===== src/rgbcfg_pkg.sv =====
`default_nettype none
// ----------------------------------------------------------------------------
// Shared constants of the RGB sink configuration port
// ----------------------------------------------------------------------------
package rgbcfg_pkg;
    // Seven-bit target address; direction bit follows it on the wire
    localparam logic [6:0] RGBCFG_TGT_ADDR = 7'h30;
    // Register indices carried in the low nibble of the index byte
    localparam logic [3:0] IDX_GENERAL_CONTROL = 4'h0;
    localparam logic [3:0] IDX_RAMP_TIME = 4'h5;
    localparam logic [3:0] IDX_CHANNEL1_CURRENT = 4'h6;
    localparam logic [3:0] IDX_CHANNEL2_CURRENT = 4'h7;
    localparam logic [3:0] IDX_CHANNEL3_CURRENT = 4'h8;
    localparam logic [3:0] IDX_SHUTDOWN_SELECT = 4'hA;
    // Field positions
    localparam int RISE_FIELD_LSB = 0;
    localparam int FALL_FIELD_LSB = 4;
    localparam int SCALE_FIELD_LSB = 5;
    localparam int BUS_SHDN_FIELD_LSB = 3;
    // Reset values
    localparam logic [7:0] RESET_BYTE = 8'h00;
    localparam logic [1:0] RESET_SHDN_SEL = 2'h0;
    // Ramp scaling codes
    localparam logic [1:0] SCALE_NORMAL = 2'h0;
    localparam logic [1:0] SCALE_SLOW2 = 2'h1;
    localparam logic [1:0] SCALE_SLOW4 = 2'h2;
    localparam logic [1:0] SCALE_FAST8 = 2'h3;
    // Ramp step and the fixed time of a zero field, in ms
    localparam logic [12:0] RAMP_UNIT_MS = 13'h0080;
    localparam logic [12:0] RAMP_ZERO_MS = 13'h0002;
    localparam int FAST_SHIFT = 3;
    // Current codes: highest linear code and saturated count of 0.125 mA steps
    localparam logic [7:0] CUR_MAX_CODE = 8'hBF;
    localparam logic [7:0] CUR_FULL_STEPS = 8'hC0;
    // Shutdown selection codes
    localparam logic [1:0] SHDN_ALWAYS_ON = 2'h1;
    localparam logic [1:0] SHDN_SOFTWARE = 2'h3;
    // Bus-line shutdown sub-modes
    localparam logic [1:0] BUS_SHDN_SCL_LOW = 2'h1;
    localparam logic [1:0] BUS_SHDN_SDA_LOW = 2'h2;
    localparam logic [1:0] BUS_SHDN_BOTH_LOW = 2'h3;
    // Interpolator tick: internal oscillator rate derived from mclk
    localparam int CLK_FREQ_HZ = 100_000_000;
    localparam int OSC_FREQ_HZ = 1_000_000;
    localparam int OSC_DIV = CLK_FREQ_HZ / OSC_FREQ_HZ;
    localparam logic [6:0] OSC_DIV_LAST = 7'(OSC_DIV - 1);
    // Serial engine states
    typedef enum logic [3:0] {
        ST_IDLE, ST_ADDR, ST_ACK_A, ST_INDEX, ST_ACK_I, ST_WDATA, ST_ACK_D, ST_TX, ST_TX_END, ST_HOST_ACK
    } rgbcfg_state_t;
endpackage
`default_nettype wire


===== src/rgbcfg_top.sv =====
// Functional notes
// - Rise from low nibble, fall from high
// - Duration field times 128 ms, scaled; zero 2ms
// - One scaling setting for both ramps
// - Scaling codes: normal, 2x, 4x slower, 8x faster
// - Three current codes, one per sink
// - Current is code plus one, saturating at BF
// - Two low bits time-multiplexed over 0.5mA base
// - Select bit0 low: bus lines decide shutdown
// - Select 01: always powered on
// - Select 11: software sleep
// - SDA changes only while SCL low
// - Start and stop from SDA edges, SCL high
// - Eight bits MSB first, then acknowledge
// - Acknowledge each received byte on writes
// - Respond to address 60h write, 61h read
// - Write: address, index nibble, data, stop
// - Repeated index/data pairs before stop
// - Read: address, index, returned byte, nack
`timescale 1ns/1ps
`default_nettype none
module rgbcfg_top (
    // Clock and reset
    input wire logic mclk,
    input wire logic srst,
    // Serial bus pins (SDA open drain)
    input wire logic scl_in,
    input wire logic sda_in,
    output logic sda_out,
    output logic sda_oe,
    // Ramp durations in ms
    output logic [12:0] rise_ramp_duration,
    output logic [12:0] fall_ramp_duration,
    // Sink drive levels in 0.5 mA units
    output logic [5:0] first_sink_level,
    output logic [5:0] second_sink_level,
    output logic [5:0] third_sink_level,
    // Power state
    output logic device_shutdown
);
    import rgbcfg_pkg::*;
    // ------------------------------------------------------------------------
    // State of the block
    // ------------------------------------------------------------------------
    typedef struct packed {
        rgbcfg_state_t st;        // Serial engine state
        logic [2:0] bcnt;         // Bit counter within a byte
        logic [7:0] sh;           // Shift register
        logic rd;                 // Read direction latched from address
        logic [3:0] idx;          // Register index
        logic [7:0] gen_ctrl;     // general_control
        logic [7:0] ramp;         // ramp_time_setting
        logic [2:0][7:0] cur;     // Channel current codes
        logic [1:0] sdsel;        // shutdown_select, implemented bits only
        logic scl1, scl2, scl3;   // SCL synchroniser and edge history
        logic sda1, sda2, sda3;   // SDA synchroniser and edge history
        logic oe;                 // SDA pull-down
        logic [6:0] div;          // Oscillator divider
        logic [1:0] phase;        // Interpolator phase
        logic [12:0] rise;        // Rise duration output
        logic [12:0] fall;        // Fall duration output
        logic [2:0][5:0] lvl;     // Sink levels
        logic shdn;               // Shutdown output
    } rgbcfg_q_t;
    rgbcfg_q_t q_r;
    rgbcfg_q_t q_nxt;
    logic scl_rise;
    logic scl_fall;
    logic bus_start;
    logic bus_stop;
    logic [7:0] rx_byte;
    // ------------------------------------------------------------------------
    // Decoding helpers
    // ------------------------------------------------------------------------
    // scaled ramp duration
    function automatic logic [12:0] ramp_ms(input logic [3:0] f, input logic [1:0] sc);
        logic [12:0] base;
        base = 13'(f * RAMP_UNIT_MS);
        if (f == 4'h0) begin
            ramp_ms = RAMP_ZERO_MS;
        end else begin
            unique case (sc)
                SCALE_NORMAL: ramp_ms = base;
                SCALE_SLOW2: ramp_ms = base << 1;
                SCALE_SLOW4: ramp_ms = base << 2;
                SCALE_FAST8: ramp_ms = base >> FAST_SHIFT;
            endcase
        end
    endfunction
    // Count of 0.125 mA steps for a current code
    function automatic logic [7:0] sink_steps(input logic [7:0] code);
        sink_steps = (code > CUR_MAX_CODE) ? CUR_FULL_STEPS : 8'(code + 8'h01);
    endfunction
    // Read-back value of an index; unmapped indices read zero
    function automatic logic [7:0] rd_reg(input rgbcfg_q_t s, input logic [3:0] i);
        unique case (i)
            IDX_GENERAL_CONTROL: rd_reg = s.gen_ctrl;
            IDX_RAMP_TIME: rd_reg = s.ramp;
            IDX_CHANNEL1_CURRENT: rd_reg = s.cur[0];
            IDX_CHANNEL2_CURRENT: rd_reg = s.cur[1];
            IDX_CHANNEL3_CURRENT: rd_reg = s.cur[2];
            IDX_SHUTDOWN_SELECT: rd_reg = {6'h00, s.sdsel};
            default: rd_reg = 8'h00;
        endcase
    endfunction
    // ------------------------------------------------------------------------
    // Bus conditions seen through the synchronisers
    // ------------------------------------------------------------------------
    assign scl_rise = q_r.scl2 & ~q_r.scl3;
    assign scl_fall = ~q_r.scl2 & q_r.scl3;
    assign bus_start = q_r.scl2 & q_r.scl3 & ~q_r.sda2 & q_r.sda3;
    assign bus_stop = q_r.scl2 & q_r.scl3 & q_r.sda2 & ~q_r.sda3;
    assign rx_byte = {q_r.sh[6:0], q_r.sda2};
    // ------------------------------------------------------------------------
    // Next-state logic
    // ------------------------------------------------------------------------
    always_comb begin
        logic [7:0] steps;
        logic [7:0] tx;
        steps = 8'h00;
        tx = rd_reg(q_r, q_r.idx);
        q_nxt = q_r;
        // Two-flop synchronisers, third stage for edge finding
        q_nxt.scl1 = scl_in;
        q_nxt.scl2 = q_r.scl1;
        q_nxt.scl3 = q_r.scl2;
        q_nxt.sda1 = sda_in;
        q_nxt.sda2 = q_r.sda1;
        q_nxt.sda3 = q_r.sda2;
        if (bus_start) begin
            // Start or repeated start aborts anything in flight
            q_nxt.st = ST_ADDR;
            q_nxt.bcnt = 3'h0;
            q_nxt.oe = 1'b0;
        end else if (bus_stop) begin
            // Stop returns to idle and frees SDA
            q_nxt.st = ST_IDLE;
            q_nxt.oe = 1'b0;
        end else begin
            // SDA drive moves only on SCL falling edges
            unique case (q_r.st)
                ST_IDLE: begin
                    q_nxt.oe = 1'b0;
                end
                ST_ADDR, ST_INDEX, ST_WDATA: begin
                    if (scl_rise) begin
                        q_nxt.sh = rx_byte;
                        q_nxt.bcnt = 3'(q_r.bcnt + 3'h1);
                        if (q_r.bcnt == 3'h7) begin
                            unique case (q_r.st)
                                ST_ADDR: begin
                                    // match address, else stay off bus
                                    if (rx_byte[7:1] == RGBCFG_TGT_ADDR) begin
                                        q_nxt.rd = rx_byte[0];
                                        q_nxt.st = ST_ACK_A;
                                    end else begin
                                        q_nxt.st = ST_IDLE;
                                    end
                                end
                                ST_INDEX: begin
                                    q_nxt.idx = rx_byte[3:0];
                                    q_nxt.st = ST_ACK_I;
                                end
                                default: begin
                                    // store into the index just received
                                    q_nxt.st = ST_ACK_D;
                                    unique case (q_r.idx)
                                        IDX_GENERAL_CONTROL: q_nxt.gen_ctrl = rx_byte;
                                        IDX_RAMP_TIME: q_nxt.ramp = rx_byte;
                                        IDX_CHANNEL1_CURRENT: q_nxt.cur[0] = rx_byte;
                                        IDX_CHANNEL2_CURRENT: q_nxt.cur[1] = rx_byte;
                                        IDX_CHANNEL3_CURRENT: q_nxt.cur[2] = rx_byte;
                                        IDX_SHUTDOWN_SELECT: q_nxt.sdsel = rx_byte[1:0];
                                        default: q_nxt.sdsel = q_r.sdsel;
                                    endcase
                                end
                            endcase
                        end
                    end
                end
                ST_ACK_A, ST_ACK_I, ST_ACK_D: begin
                    // pull low for one SCL period
                    if (scl_fall) begin
                        if (!q_r.oe) begin
                            q_nxt.oe = 1'b1;
                        end else if (q_r.st == ST_ACK_I && q_r.rd) begin
                            // first data bit of the returned byte
                            q_nxt.st = ST_TX;
                            q_nxt.sh = tx;
                            q_nxt.bcnt = 3'h0;
                            q_nxt.oe = ~tx[7];
                        end else begin
                            q_nxt.oe = 1'b0;
                            q_nxt.bcnt = 3'h0;
                            q_nxt.st = (q_r.st == ST_ACK_I) ? ST_WDATA : ST_INDEX;
                        end
                    end
                end
                ST_TX: begin
                    if (scl_fall) begin
                        q_nxt.sh = {q_r.sh[6:0], 1'b0};
                        q_nxt.oe = ~q_r.sh[6];
                    end else if (scl_rise) begin
                        q_nxt.bcnt = 3'(q_r.bcnt + 3'h1);
                        if (q_r.bcnt == 3'h7) begin
                            q_nxt.st = ST_TX_END;
                        end
                    end
                end
                ST_TX_END: begin
                    // release SDA for the host's answer
                    if (scl_fall) begin
                        q_nxt.oe = 1'b0;
                        q_nxt.st = ST_HOST_ACK;
                    end
                end
                ST_HOST_ACK: begin
                    // Answer bit sampled; wait for stop
                    if (scl_rise) begin
                        q_nxt.st = ST_IDLE;
                    end
                end
            endcase
        end
        // Oscillator tick and interpolator phase
        if (q_r.div == OSC_DIV_LAST) begin
            q_nxt.div = 7'h00;
            q_nxt.phase = 2'(q_r.phase + 2'h1);
        end else begin
            q_nxt.div = 7'(q_r.div + 7'h01);
        end
        q_nxt.rise = ramp_ms(q_r.ramp[RISE_FIELD_LSB +: 4], q_r.gen_ctrl[SCALE_FIELD_LSB +: 2]);
        q_nxt.fall = ramp_ms(q_r.ramp[FALL_FIELD_LSB +: 4], q_r.gen_ctrl[SCALE_FIELD_LSB +: 2]);
        // Shutdown selection
        if (q_r.sdsel == SHDN_SOFTWARE) begin
            q_nxt.shdn = 1'b1;
        end else if (q_r.sdsel == SHDN_ALWAYS_ON) begin
            q_nxt.shdn = 1'b0;
        end else begin
            unique case (q_r.gen_ctrl[BUS_SHDN_FIELD_LSB +: 2])
                BUS_SHDN_SCL_LOW: q_nxt.shdn = ~q_r.scl2;
                BUS_SHDN_SDA_LOW: q_nxt.shdn = ~q_r.sda2;
                BUS_SHDN_BOTH_LOW: q_nxt.shdn = ~q_r.scl2 & ~q_r.sda2;
                default: q_nxt.shdn = 1'b0;
            endcase
        end
        // Sink levels per channel
        for (int k = 0; k < 3; k++) begin
            steps = sink_steps(q_r.cur[k]);
            // dither two low bits over four phases
            q_nxt.lvl[k] = q_r.shdn ? 6'h00 : 6'(steps[7:2] + {5'h00, (q_r.phase < steps[1:0])});
        end
    end
    // ------------------------------------------------------------------------
    // State register
    // ------------------------------------------------------------------------
    always_ff @(posedge mclk) begin
        if (srst) begin
            q_r <= '0;
            q_r.st <= ST_IDLE;
            q_r.gen_ctrl <= RESET_BYTE;
            q_r.ramp <= RESET_BYTE;
            q_r.cur <= {3{RESET_BYTE}};
            q_r.sdsel <= RESET_SHDN_SEL;
            q_r.scl1 <= 1'b1;
            q_r.scl2 <= 1'b1;
            q_r.scl3 <= 1'b1;
            q_r.sda1 <= 1'b1;
            q_r.sda2 <= 1'b1;
            q_r.sda3 <= 1'b1;
            q_r.rise <= RAMP_ZERO_MS;
            q_r.fall <= RAMP_ZERO_MS;
        end else begin
            q_r <= q_nxt;
        end
    end
    // ------------------------------------------------------------------------
    // Outputs
    // ------------------------------------------------------------------------
    assign sda_out = 1'b0;
    assign sda_oe = q_r.oe;
    assign rise_ramp_duration = q_r.rise;
    assign fall_ramp_duration = q_r.fall;
    assign first_sink_level = q_r.lvl[0];
    assign second_sink_level = q_r.lvl[1];
    assign third_sink_level = q_r.lvl[2];
    assign device_shutdown = q_r.shdn;
endmodule
`default_nettype wire


===== config.mk =====
export PLATFORM = sky130hd
export DESIGN_NAME = rgbcfg_top
export DESIGN_NICKNAME = d
export VERILOG_FILES = /design/src/rgbcfg_pkg.sv /design/src/rgbcfg_top.sv
export SDC_FILE = /design/constraint.sdc
export NUM_CORES = 1
export LEC_CHECK = 0
export ABC_CLOCK_PERIOD_IN_PS = 2220
export BUFFER_PORTS_ARGS = -buffer_cell sky130_fd_sc_hd__buf_2
export CAP_MARGIN = 0
export CORE_ASPECT_RATIO = 1.75
export CORE_MARGIN = 10
export CORE_UTILIZATION = 50
export DETAILED_ROUTE_END_ITERATION = 8
export PLACE_DENSITY_LB_ADDON = 0.1
export SYNTH_ARGS = -nofsm -noshare
export SYNTH_HDL_FRONTEND = slang
export SYNTH_SLANG_ARGS = --single-unit

===== constraint.sdc =====
create_clock -name mclk -period 2.22 [get_ports mclk]
set_input_delay 0.444 -clock mclk [delete_from_list [all_inputs] [get_ports mclk]]
set_output_delay 0.444 -clock mclk [all_outputs]
set_load 0.03 [all_outputs]

Word-level counts from Yosys, hierarchy flattened. Index checks and enable logic that the tools add are counted.

Bits in registers: 123. Logic and storage cells: 183.

$add $sub $neg: 9. Order comparisons: 6. Equality and inequality tests: 45. Multiplexer cells: 47. Bitwise gates (word level): 17. Reduce and logical (&&, ||, !) cells: 32.

Operators with widths (count): $pmux W13 S4 (2); $mux W47 (2); $mux W8 (10); $mux W62 (1); $mux W58 (1); $reduce_and A7 Y1 (8); $pmux W8 S6 (1); $mux W42 (1); $ne A4 B4 Y1 const B (9); $pmux W11 S3 (1); $mux W15 (2); $eq A4 B3 Y1 const B (7); $add A8 B1 Y8 const B (3); $gt A8 B8 Y1 const B (3); $mux W4 (6); $ne A2 B2 Y1 const B (11); $pmux W4 S5 (1); $reduce_and A10 Y1 (2); $add A6 B1 Y6 (3); $eq A4 B4 Y1 const B (4); $logic_not A4 Y1 (4); $mux W7 (2); $reduce_or A2 Y1 (6); $eq A2 B2 Y1 const B (5); 29 further kinds (61).

Longest topological paths before layout. Gate-level depths: netlist (run 1).

Depth after elaboration: 8. Mapped depth: 9. Gate-level depth less buffers: 9.

Least setup slack after synthesis (run 1). Ideal clock, no wire load.

Path type: reg2reg. Start: reg q_r[71] (netlist name). End: reg q_r, in the netlist second_sink_level[5]. Setup time: 0.059 ns. Arrival time: 1.907 ns. Slack: 0.254 ns. Cell stages (with the launch flop): 9. Period minus slack after synthesis: 1.966 ns. Path through: dfxtp_1 > ha_1 > nand2_1 > ha_1 > a21oi_1 > ha_1 > nor4b_4 > or4b_1 > nand2_1.

Cells in the longest elaborated chain, start to end: 4. Elaborated cells between the ends (all ways): 5. Those cells by class: add/sub (2); order compare (2); mux (1).

RTL lines: from (decl) (RTL line rgbcfg_top.sv:65) `rgbcfg_q_t q_r;`; from (signal assigned) (RTL line rgbcfg_top.sv:274) `q_r <= q_nxt;`; $add A8 B1 Y8 or $gt A8 B8 Y1 (tied branches) (RTL line rgbcfg_top.sv:92) `sink_steps = (code > CUR_MAX_CODE) ? CUR_FULL_STEPS : 8'(code + 8'h01);`; $mux W8 (*) (RTL line rgbcfg_top.sv:92); $lt A2 B2 Y1 (RTL line rgbcfg_top.sv:251) `q_nxt.lvl[k] = q_r.shdn ? 6'h00 : 6'(steps[7:2] + {5'h00, (q_r.phase < steps[1:0])});`; $add A6 B1 Y6 (*) (RTL line rgbcfg_top.sv:251).

Mark *: on every way between the ends. The rest lies on a longest branch, timed or not. A chain may end at the register's enable or synchronous reset.

Worst setup path after layout (run 1).
Start: reg q_r[80] (netlist name). End: reg q_r, in the netlist third_sink_level[5].

The elaborated chain is that of the path after synthesis.

==> qor.txt, run 1 <==
===============================================================================================
Gate Count Post-Synth                                                                       676
Core area                                                                          12,000 sq um
Fraction of synthesized cell area taken by the top area cell type                        38.16%
DR vias                                                                                   4,825
Fraction of final layout cells with drive strength greater than 1                        21.97%
MaxCap Viol Count                                                                             0
Top cells by area, synth                                                           sky130_fd_sc_hd__dfxtp_1 38%, sky130_fd_sc_hd__mux2i_1 9.2%, sky130_fd_sc_hd__nor2_1 6.3%
Residual antenna-violating net count after detailed routing                                   0
Insertion delay of the later-clocked pin in the worst-skew pair                          410 ps
Final critical-path share of the clock period                                            94.82%
Worst vdd ir                                                                           525.5 uV
Kind of start point of the critical path                                                   flop
Clock input transition at the sequential cells of the worst setup and hold paths          50 ps
Global Route Usage Sum                                                                   17.60%
Htree depth                                                                                   4
Warnings, synthesis                                                                           0
Kind of cell adding the most delay to the critical path                            simple AND/OR/NAND/NOR gates
Kind of capture point of the worst setup path                                              flop
Power consumption                                                                      5.315 mW
Number of ports placed on the die boundary                                                   51
Wire length of the first global-routing pass                                          23,920 um
Count of input and output buffers                                                            43
Leading cell type in the layout, fill and taps excluded                            sky130_fd_sc_hd__dfxtp_1
Remaining global-route overflow                                                               0
HPWL reported at the end of detailed placement                                        11,140 um
Clock root cell                                                                    sky130_fd_sc_hd__clkbuf_16
Prevailing post-synth register cell                                                sky130_fd_sc_hd__dfxtp_1
Via count of the first global-routing pass                                                4,768
Number of antenna violations at the first check in global routing                             0
Final Hold Violating Endpoints                                                                0
Number of buffers inserted during clock tree synthesis                                       17
Pwr Density                                                                        765.5 nW/um^2
Longest Clk Path Bufs                                                                         2
Detailed-route vias per instance                                                          5.514
Die extent in x                                                                        103.4 um
Post-Synthesis Mean Instance Area                                                   9.003 sq um
Die Ht                                                                                 165.9 um
Initial drt markers                                                                         248
Bufs and invs on worst path                                                                   0
Maximum frequency from static timing analysis                                         475.1 MHz
Worst min path class                                                               input port to flop
Die area                                                                           17,160 sq um
Crit-path max FO                                                                              4
Number of cells after detailed placement                                                    842
Final Slew Violations                                                                         0
Count of flip-flops with a built-in enable after synthesis                                    0
CP max stage cell                                                                  sky130_fd_sc_hd__or4b_4
Critical Path RT                                                                        2570 ps
Summed instance area of the synthesized netlist                                      6086 sq um
Synth cell types                                                                             67
Std-Cell Rows                                                                                53
Initial standard-cell utilization of the core                                            50.70%
Final standard cell count with taps included and fillers excluded                           875
Detailed Routing Iterations Pass 1                                                            5
Final weighted congestion in routability-driven placement                                0.9347
Net count, final                                                                            716
Synthesis-to-finish area growth                                                          14.08%
Top library cells by usage in the layout, fill and taps aside                      114 x sky130_fd_sc_hd__dfxtp_1, 102 x sky130_fd_sc_hd__nor2_1, 56 x sky130_fd_sc_hd__mux2i_1
Wire length per cell                                                                   17.12 um
Arrival time reported for the critical path endpoint                                    2460 ps
CP max stage delay                                                                       480 ps
CTS tree                                                                                  built
Diodes inserted                                                                               0
Worst slew margin relative to its limit                                                  51.39%
Detailed-route wire length                                                            14,980 um
Max Clock Skew                                                                         6.912 ps
Number of remaining DRC errors                                                                0
Largest net degree at the start of global routing                                            70
Clk sinks                                                                                   116
Outcome                                                                               completed
Leakage component of the power                                                         2.937 nW
Cell Chain, Critical Path                                                          ha_1 -> nand2_1 -> ha_1 -> a21oi_2 -> ha_2 -> nor4b_4 -> or4b_4 -> nand2_1
Sequential-to-total area share from yosys stat                                           38.16%
Top cell type by total area after synthesis                                        sky130_fd_sc_hd__dfxtp_1
Slew at the pin closest to its max-slew limit                                          719.7 ps
Number of synthesized register bits                                                         116
Shortest period the worst path allows                                                   2105 ps
Critical path class                                                                flop to flop
Share of synthesized registers carrying an async set or reset                                0%
Endpoints failing setup                                                                       0
===============================================================================================
==> final timing paths <==
check	start	end	slack [ps]	cells after the start
setup / recovery	q_r[80]	third_sink_level[5]	120	8
hold / removal	scl_in	q_nxt[59]	210	2
setup reg to reg	q_r[80]	third_sink_level[5]	120	8
hold reg to reg	q_nxt[56]	q_nxt[55]	410	1
==> synthesized netlist by cell type (8+ instances only) <==
cell type and n:
sky130_fd_sc_hd__dfxtp_1 116, sky130_fd_sc_hd__nor2_1 102, sky130_fd_sc_hd__mux2i_1 56, sky130_fd_sc_hd__buf_4 47
sky130_fd_sc_hd__nand2_1 39, sky130_fd_sc_hd__a21oi_1 27, sky130_fd_sc_hd__a22oi_1 21, sky130_fd_sc_hd__clkbuf_1 21
sky130_fd_sc_hd__nand3_1 21, sky130_fd_sc_hd__and2_1 17, sky130_fd_sc_hd__o21ai_0 17, sky130_fd_sc_hd__xnor2_1 16
sky130_fd_sc_hd__ha_1 15, sky130_fd_sc_hd__xor2_1 13, sky130_fd_sc_hd__nor3_1 10, sky130_fd_sc_hd__and3_1 9
sky130_fd_sc_hd__or2_2 9, sky130_fd_sc_hd__buf_2 8, sky130_fd_sc_hd__nand2b_1 8
==> flip-flops by register name (all words and copies together) (netlist names) <==
name / flops
device_shutdown: 1
fall_ramp_duration: 10
first_sink_level: 6
q_nxt: 4
q_r: 72
rise_ramp_duration: 10
sda_oe: 1
second_sink_level: 6
third_sink_level: 6
==> power breakdown <==
part / internal, mW / switching, mW / total (mW)
combinational: 0.0751 / 0.141 / 0.216
clock: 2.03 / 0.939 / 2.97
sequential: 2.11 / 0.0234 / 2.13
total: 4.21 / 1.10 / 5.31
==> kinds of logic (layout without fill, tap and decap cells) <==
logic type / after synthesis / after routing / synth area share (%)
xor+xnor: 29 / 29 / 4.173
flops: 116 / 116 / 38.16
buf+inv: 89 / 117 / 9.293
mux: 59 / 59 / 9.766
compound gates: 110 / 110 / 13.06
simple gates: 256 / 256 / 22.25
fa+ha+maj: 16 / 16 / 3.248
other cells: 1 / 7 / 0.06162
==> worst register-to-register path, delay by kind of cell, from the launching register on <==
kind                       cells  cell delay (ps)
AOI/OAI and AO/OA              1              130
adders and majority gates      3              750
and+or+nand+nor                4              810
DFF                            1              340
==> metrics by stage <==
step / setup WS, ps / hold WS (ps) / instance area, sq um / TNS, ps / utilization [%]
2_1_floorplan: 254.3 / 389.5 / 6108 / 0 / -
3_3_place_gp: 175.6 / 392.3 / 6266 / 0 / 52.20
3_5_place_dp: 92.34 / 398.3 / 6266 / 0 / 52.20
4_1_cts: 87.22 / 203.5 / 6914 / 0 / 57.60
5_1_grt: -2.750 / 210.1 / 6943 / -2.750 / 57.84
6_report: 115.1 / 214.0 / 6943 / 0 / 57.84
==> routing by layer <==
layer  wire length (um)  up-vias  global-route usage [%]
li1                   -     2355                       -
met4                547        0                   8.815
met1               5720     2320                   18.20
met5                  0        -                       0
met2               8125      111                   31.53
met3                585       39                   3.957
==> timing repair <==
action,4_1_cts,5_1_grt
hold buffers,0,0
setup buffers,0,1
resized for setup,0,9
setup endpoints to repair,0,2
==> cell type report <==
class | count | area, sq um
clock buffers | 25 | 505.5
clock inverters | 7 | 142.6
fillers | 1099 | 5060
inverters | 5 | 18.77
multi-input cells | 477 | 3239
flip-flops and latches | 116 | 2325
well taps | 165 | 206.4
repair buffers | 80 | 505.5
Power figures use the tool's default switching activity.
==> inputs of run 2 (changes only) <==
CORE_MARGIN = 4   (was 10)
CTS_CLUSTER_SIZE = 16   (was not set)
HOLD_SLACK_MARGIN = 0.02   (was not set)
==> qor.txt, run 2 (synthesis gave the netlist of run 1 again) <==
===============================================================================================
Outcome                                                                               completed
Clock input transition at the sequential cells of the worst setup and hold paths          50 ps   about the same
Core area                                                                          12,000 sq um   unchanged
Kind of capture point of the worst setup path                                              flop
Largest register FFs                                                                         72   unchanged
Leakage component of the power                                                         2.935 nW   about the same
Remaining global-route overflow                                                               0   unchanged
Worst hold path startpoint                                                               scl_in
Htree depth                                                                                   4   unchanged
Count of input and output buffers                                                            43   unchanged
Detailed-route wire length                                                            14,900 um   -0.53%
Final critical-path share of the clock period                                            95.31%   +0.49 points
Reg with most FFs                                                                           q_r
Global Route Usage Sum                                                                   21.36%   +3.8 points
Clock network power share                                                                 55.7%   -0.2 points
Summed negative setup slack over all endpoints                                             0 ps   unchanged
Wire length of the first global-routing pass                                          23,840 um   -0.32%
Synthesis-to-finish area growth                                                          14.21%
Critical path class                                                                flop to flop
Maximum frequency from static timing analysis                                         472.6 MHz   -0.52%
Top library cells by usage in the layout, fill and taps aside                      114 x sky130_fd_sc_hd__dfxtp_1, 102 x sky130_fd_sc_hd__nor2_1, 56 x sky130_fd_sc_hd__mux2i_1
Fraction of final layout cells with drive strength greater than 1                        22.61%   +0.64 points
Wire length per cell                                                                   16.99 um   -0.75%
Std-Cell Rows                                                                                53   unchanged
Post-CTS Hold Fix Bufs                                                                        0   unchanged
Detailed-route vias per instance                                                          5.538   +0.43%
Clock root cell                                                                    sky130_fd_sc_hd__clkbuf_16
Detailed Routing Iterations Pass 1                                                            5   unchanged
Initial drt markers                                                                         224   -9.7%
Residual antenna-violating net count after detailed routing                                   0   unchanged
Minimum hold slack                                                                     210.7 ps   -3.241 ps
Slack of the worst reg-to-reg path                                                       100 ps   about the same
Endpoint of the worst hold path                                                       q_nxt[59]
Startpoint of the worst register-to-register path                                       q_r[77]
Filler Cell Count                                                                         1,047   -4.7%
Shortest period the worst path allows                                                   2116 ps   +10.96 ps
Cell depth of the worst hold path                                                             2   unchanged
Initial standard-cell utilization of the core                                            50.70%   unchanged
Number of ports placed on the die boundary                                                   51   unchanged
Die Ht                                                                                 153.9 um   -7.2%
Net count, final                                                                            718   +0.28%
Diodes inserted                                                                               0   unchanged
Pwr Density                                                                        760.7 nW/um^2   -0.62%
Endpoints failing setup                                                                       0   unchanged
FF-to-FF End                                                                       second_sink_level[5]
Max Clock Skew                                                                         8.401 ps   +1.489 ps
Insertion delay of the later-clocked pin in the worst-skew pair                          420 ps   about the same
Number of antenna violations at the first check in global routing                             0   unchanged
Switching part of the total                                                              21.61%   +0.86 points
Via count of the first global-routing pass                                                4,762   -0.13%
Reg2reg path depth                                                                            7   -1
MaxCap Viol Count                                                                             0   unchanged
DR vias                                                                                   4,857   +0.66%
Number of buffers inserted during clock tree synthesis                                       17   unchanged
Final Hold Violating Endpoints                                                                0   unchanged
Clk sinks                                                                                   116   unchanged
Leading cell type in the layout, fill and taps excluded                            sky130_fd_sc_hd__dfxtp_1
Slew at the pin closest to its max-slew limit                                          769.2 ps   +49.51 ps
Kind of start point of the critical path                                                   flop
Arrival time reported for the critical path endpoint                                    2470 ps   about the same
Die area                                                                           14,070 sq um   -18%
Internal portion of total power                                                        4.145 mW   -1.6%
Number of remaining DRC errors                                                                0   unchanged
Combinational Power Share                                                                  4.0%   about the same
Sequential share of power                                                                 40.3%   +0.2 points
CTS tree                                                                                  built
Largest net degree at the start of global routing                                            39   -44%
Longest Clk Path Bufs                                                                         2   unchanged
Worst vdd ir                                                                           548.1 uV   +4.3%
Final Slew Violations                                                                         0   unchanged
Worst slew margin relative to its limit                                                  48.05%   -3.3 points
P_sw                                                                                   1.143 mW   +3.6%
Critical Path RT                                                                        2580 ps   about the same
Die extent in x                                                                        91.40 um   -12%
Crit-path max FO                                                                              7   +3
Worst min path class                                                               input port to flop
Final weighted congestion in routability-driven placement                                0.9172   -1.9%
HPWL reported at the end of detailed placement                                        11,060 um   -0.75%
===============================================================================================
[run 2: cell types whose count changed in the layout (fill, tap and decap cells not counted), sizes merged]
cell      previous run  this run
clkinvlp             0         3
inv                  5         7
clkbuf              25        20
buf                 80        82
[run 2: stage by stage]
stage / instances / utilization, % / area (sq um) / total power [mW] / setup WS, ps
after floorplan: 682 / - / 6108 / 2.332 / 254.3
after global placement: 844 / 52.33 / 6281 / 2.380 / 177.3
after detailed placement: 844 / 52.33 / 6281 / 2.384 / 97.64
after CTS: 876 / 57.68 / 6923 / 5.320 / 72.32
after global routing: 877 / 57.91 / 6950 / 5.433 / -22.94
final: 877 / 57.91 / 6950 / 5.288 / 104.1
[run 2: layout make-up]
| cell class | instances | area [sq um] | area share, % |
|---|---|---|---|
| clock buffers | 20 | 466.7 | 6.715 |
| flip-flops and latches | 116 | 2325 | 33.45 |
| repair buffers | 82 | 520.5 | 7.489 |
| well taps | 165 | 206.4 | 2.970 |
| clock inverters | 12 | 175.2 | 2.520 |
| inverters | 5 | 18.77 | 0.2700 |
| multi-input cells | 477 | 3238 | 46.59 |
[run 2: worst max-delay path, cell delays in order, from the launching register on]
cell                      delay (ps)
sky130_fd_sc_hd__dfxtp_1         350
sky130_fd_sc_hd__and2_2          250
sky130_fd_sc_hd__or3_1           340
sky130_fd_sc_hd__a21oi_2         150
sky130_fd_sc_hd__ha_1            180
sky130_fd_sc_hd__nor4b_4         240
sky130_fd_sc_hd__or4b_1          460
sky130_fd_sc_hd__nand2_1          80
[run 2: routing by layer]
| metal | track usage (%) | vias up | part of all wire, % |
|---|---|---|---|
| met3 | 3.965 | 37 | 3.3 |
| met2 | 38.89 | 128 | 53 |
| li1 | - | 2356 | - |
| met1 | 21.95 | 2336 | 38 |
| met4 | 13.67 | 0 | 5.2 |
| met5 | 0 | - | 0 |
[run 2: repair_timing]
| action | CTS | global route |
|---|---|---|
| resized for setup | 0 | 8 |
| setup endpoints to repair | 0 | 3 |
| setup buffers | 0 | 1 |
[run 2: worst max path at each step]
stage | start | to | depth (start not counted)
2_1_floorplan | q_r[71] | second_sink_level[5] | 8
6_report | q_r[77] | second_sink_level[5] | 7
3_5_place_dp | q_r[79] | third_sink_level[5] | 8
3_3_place_gp | q_r[64] | first_sink_level[5] | 8
4_1_cts | q_r[79] | third_sink_level[5] | 8
5_1_grt | q_r[72] | second_sink_level[5] | 8
[run 2: power by group through the flow]
stage	clock network, mW	registers [mW]	logic (mW)
floorplan	0	2.17	0.165
CTS	2.98	2.13	0.210
detailed placement	0	2.17	0.210
finish	2.95	2.13	0.210
global placement	0	2.17	0.207
global route	3.07	2.13	0.229
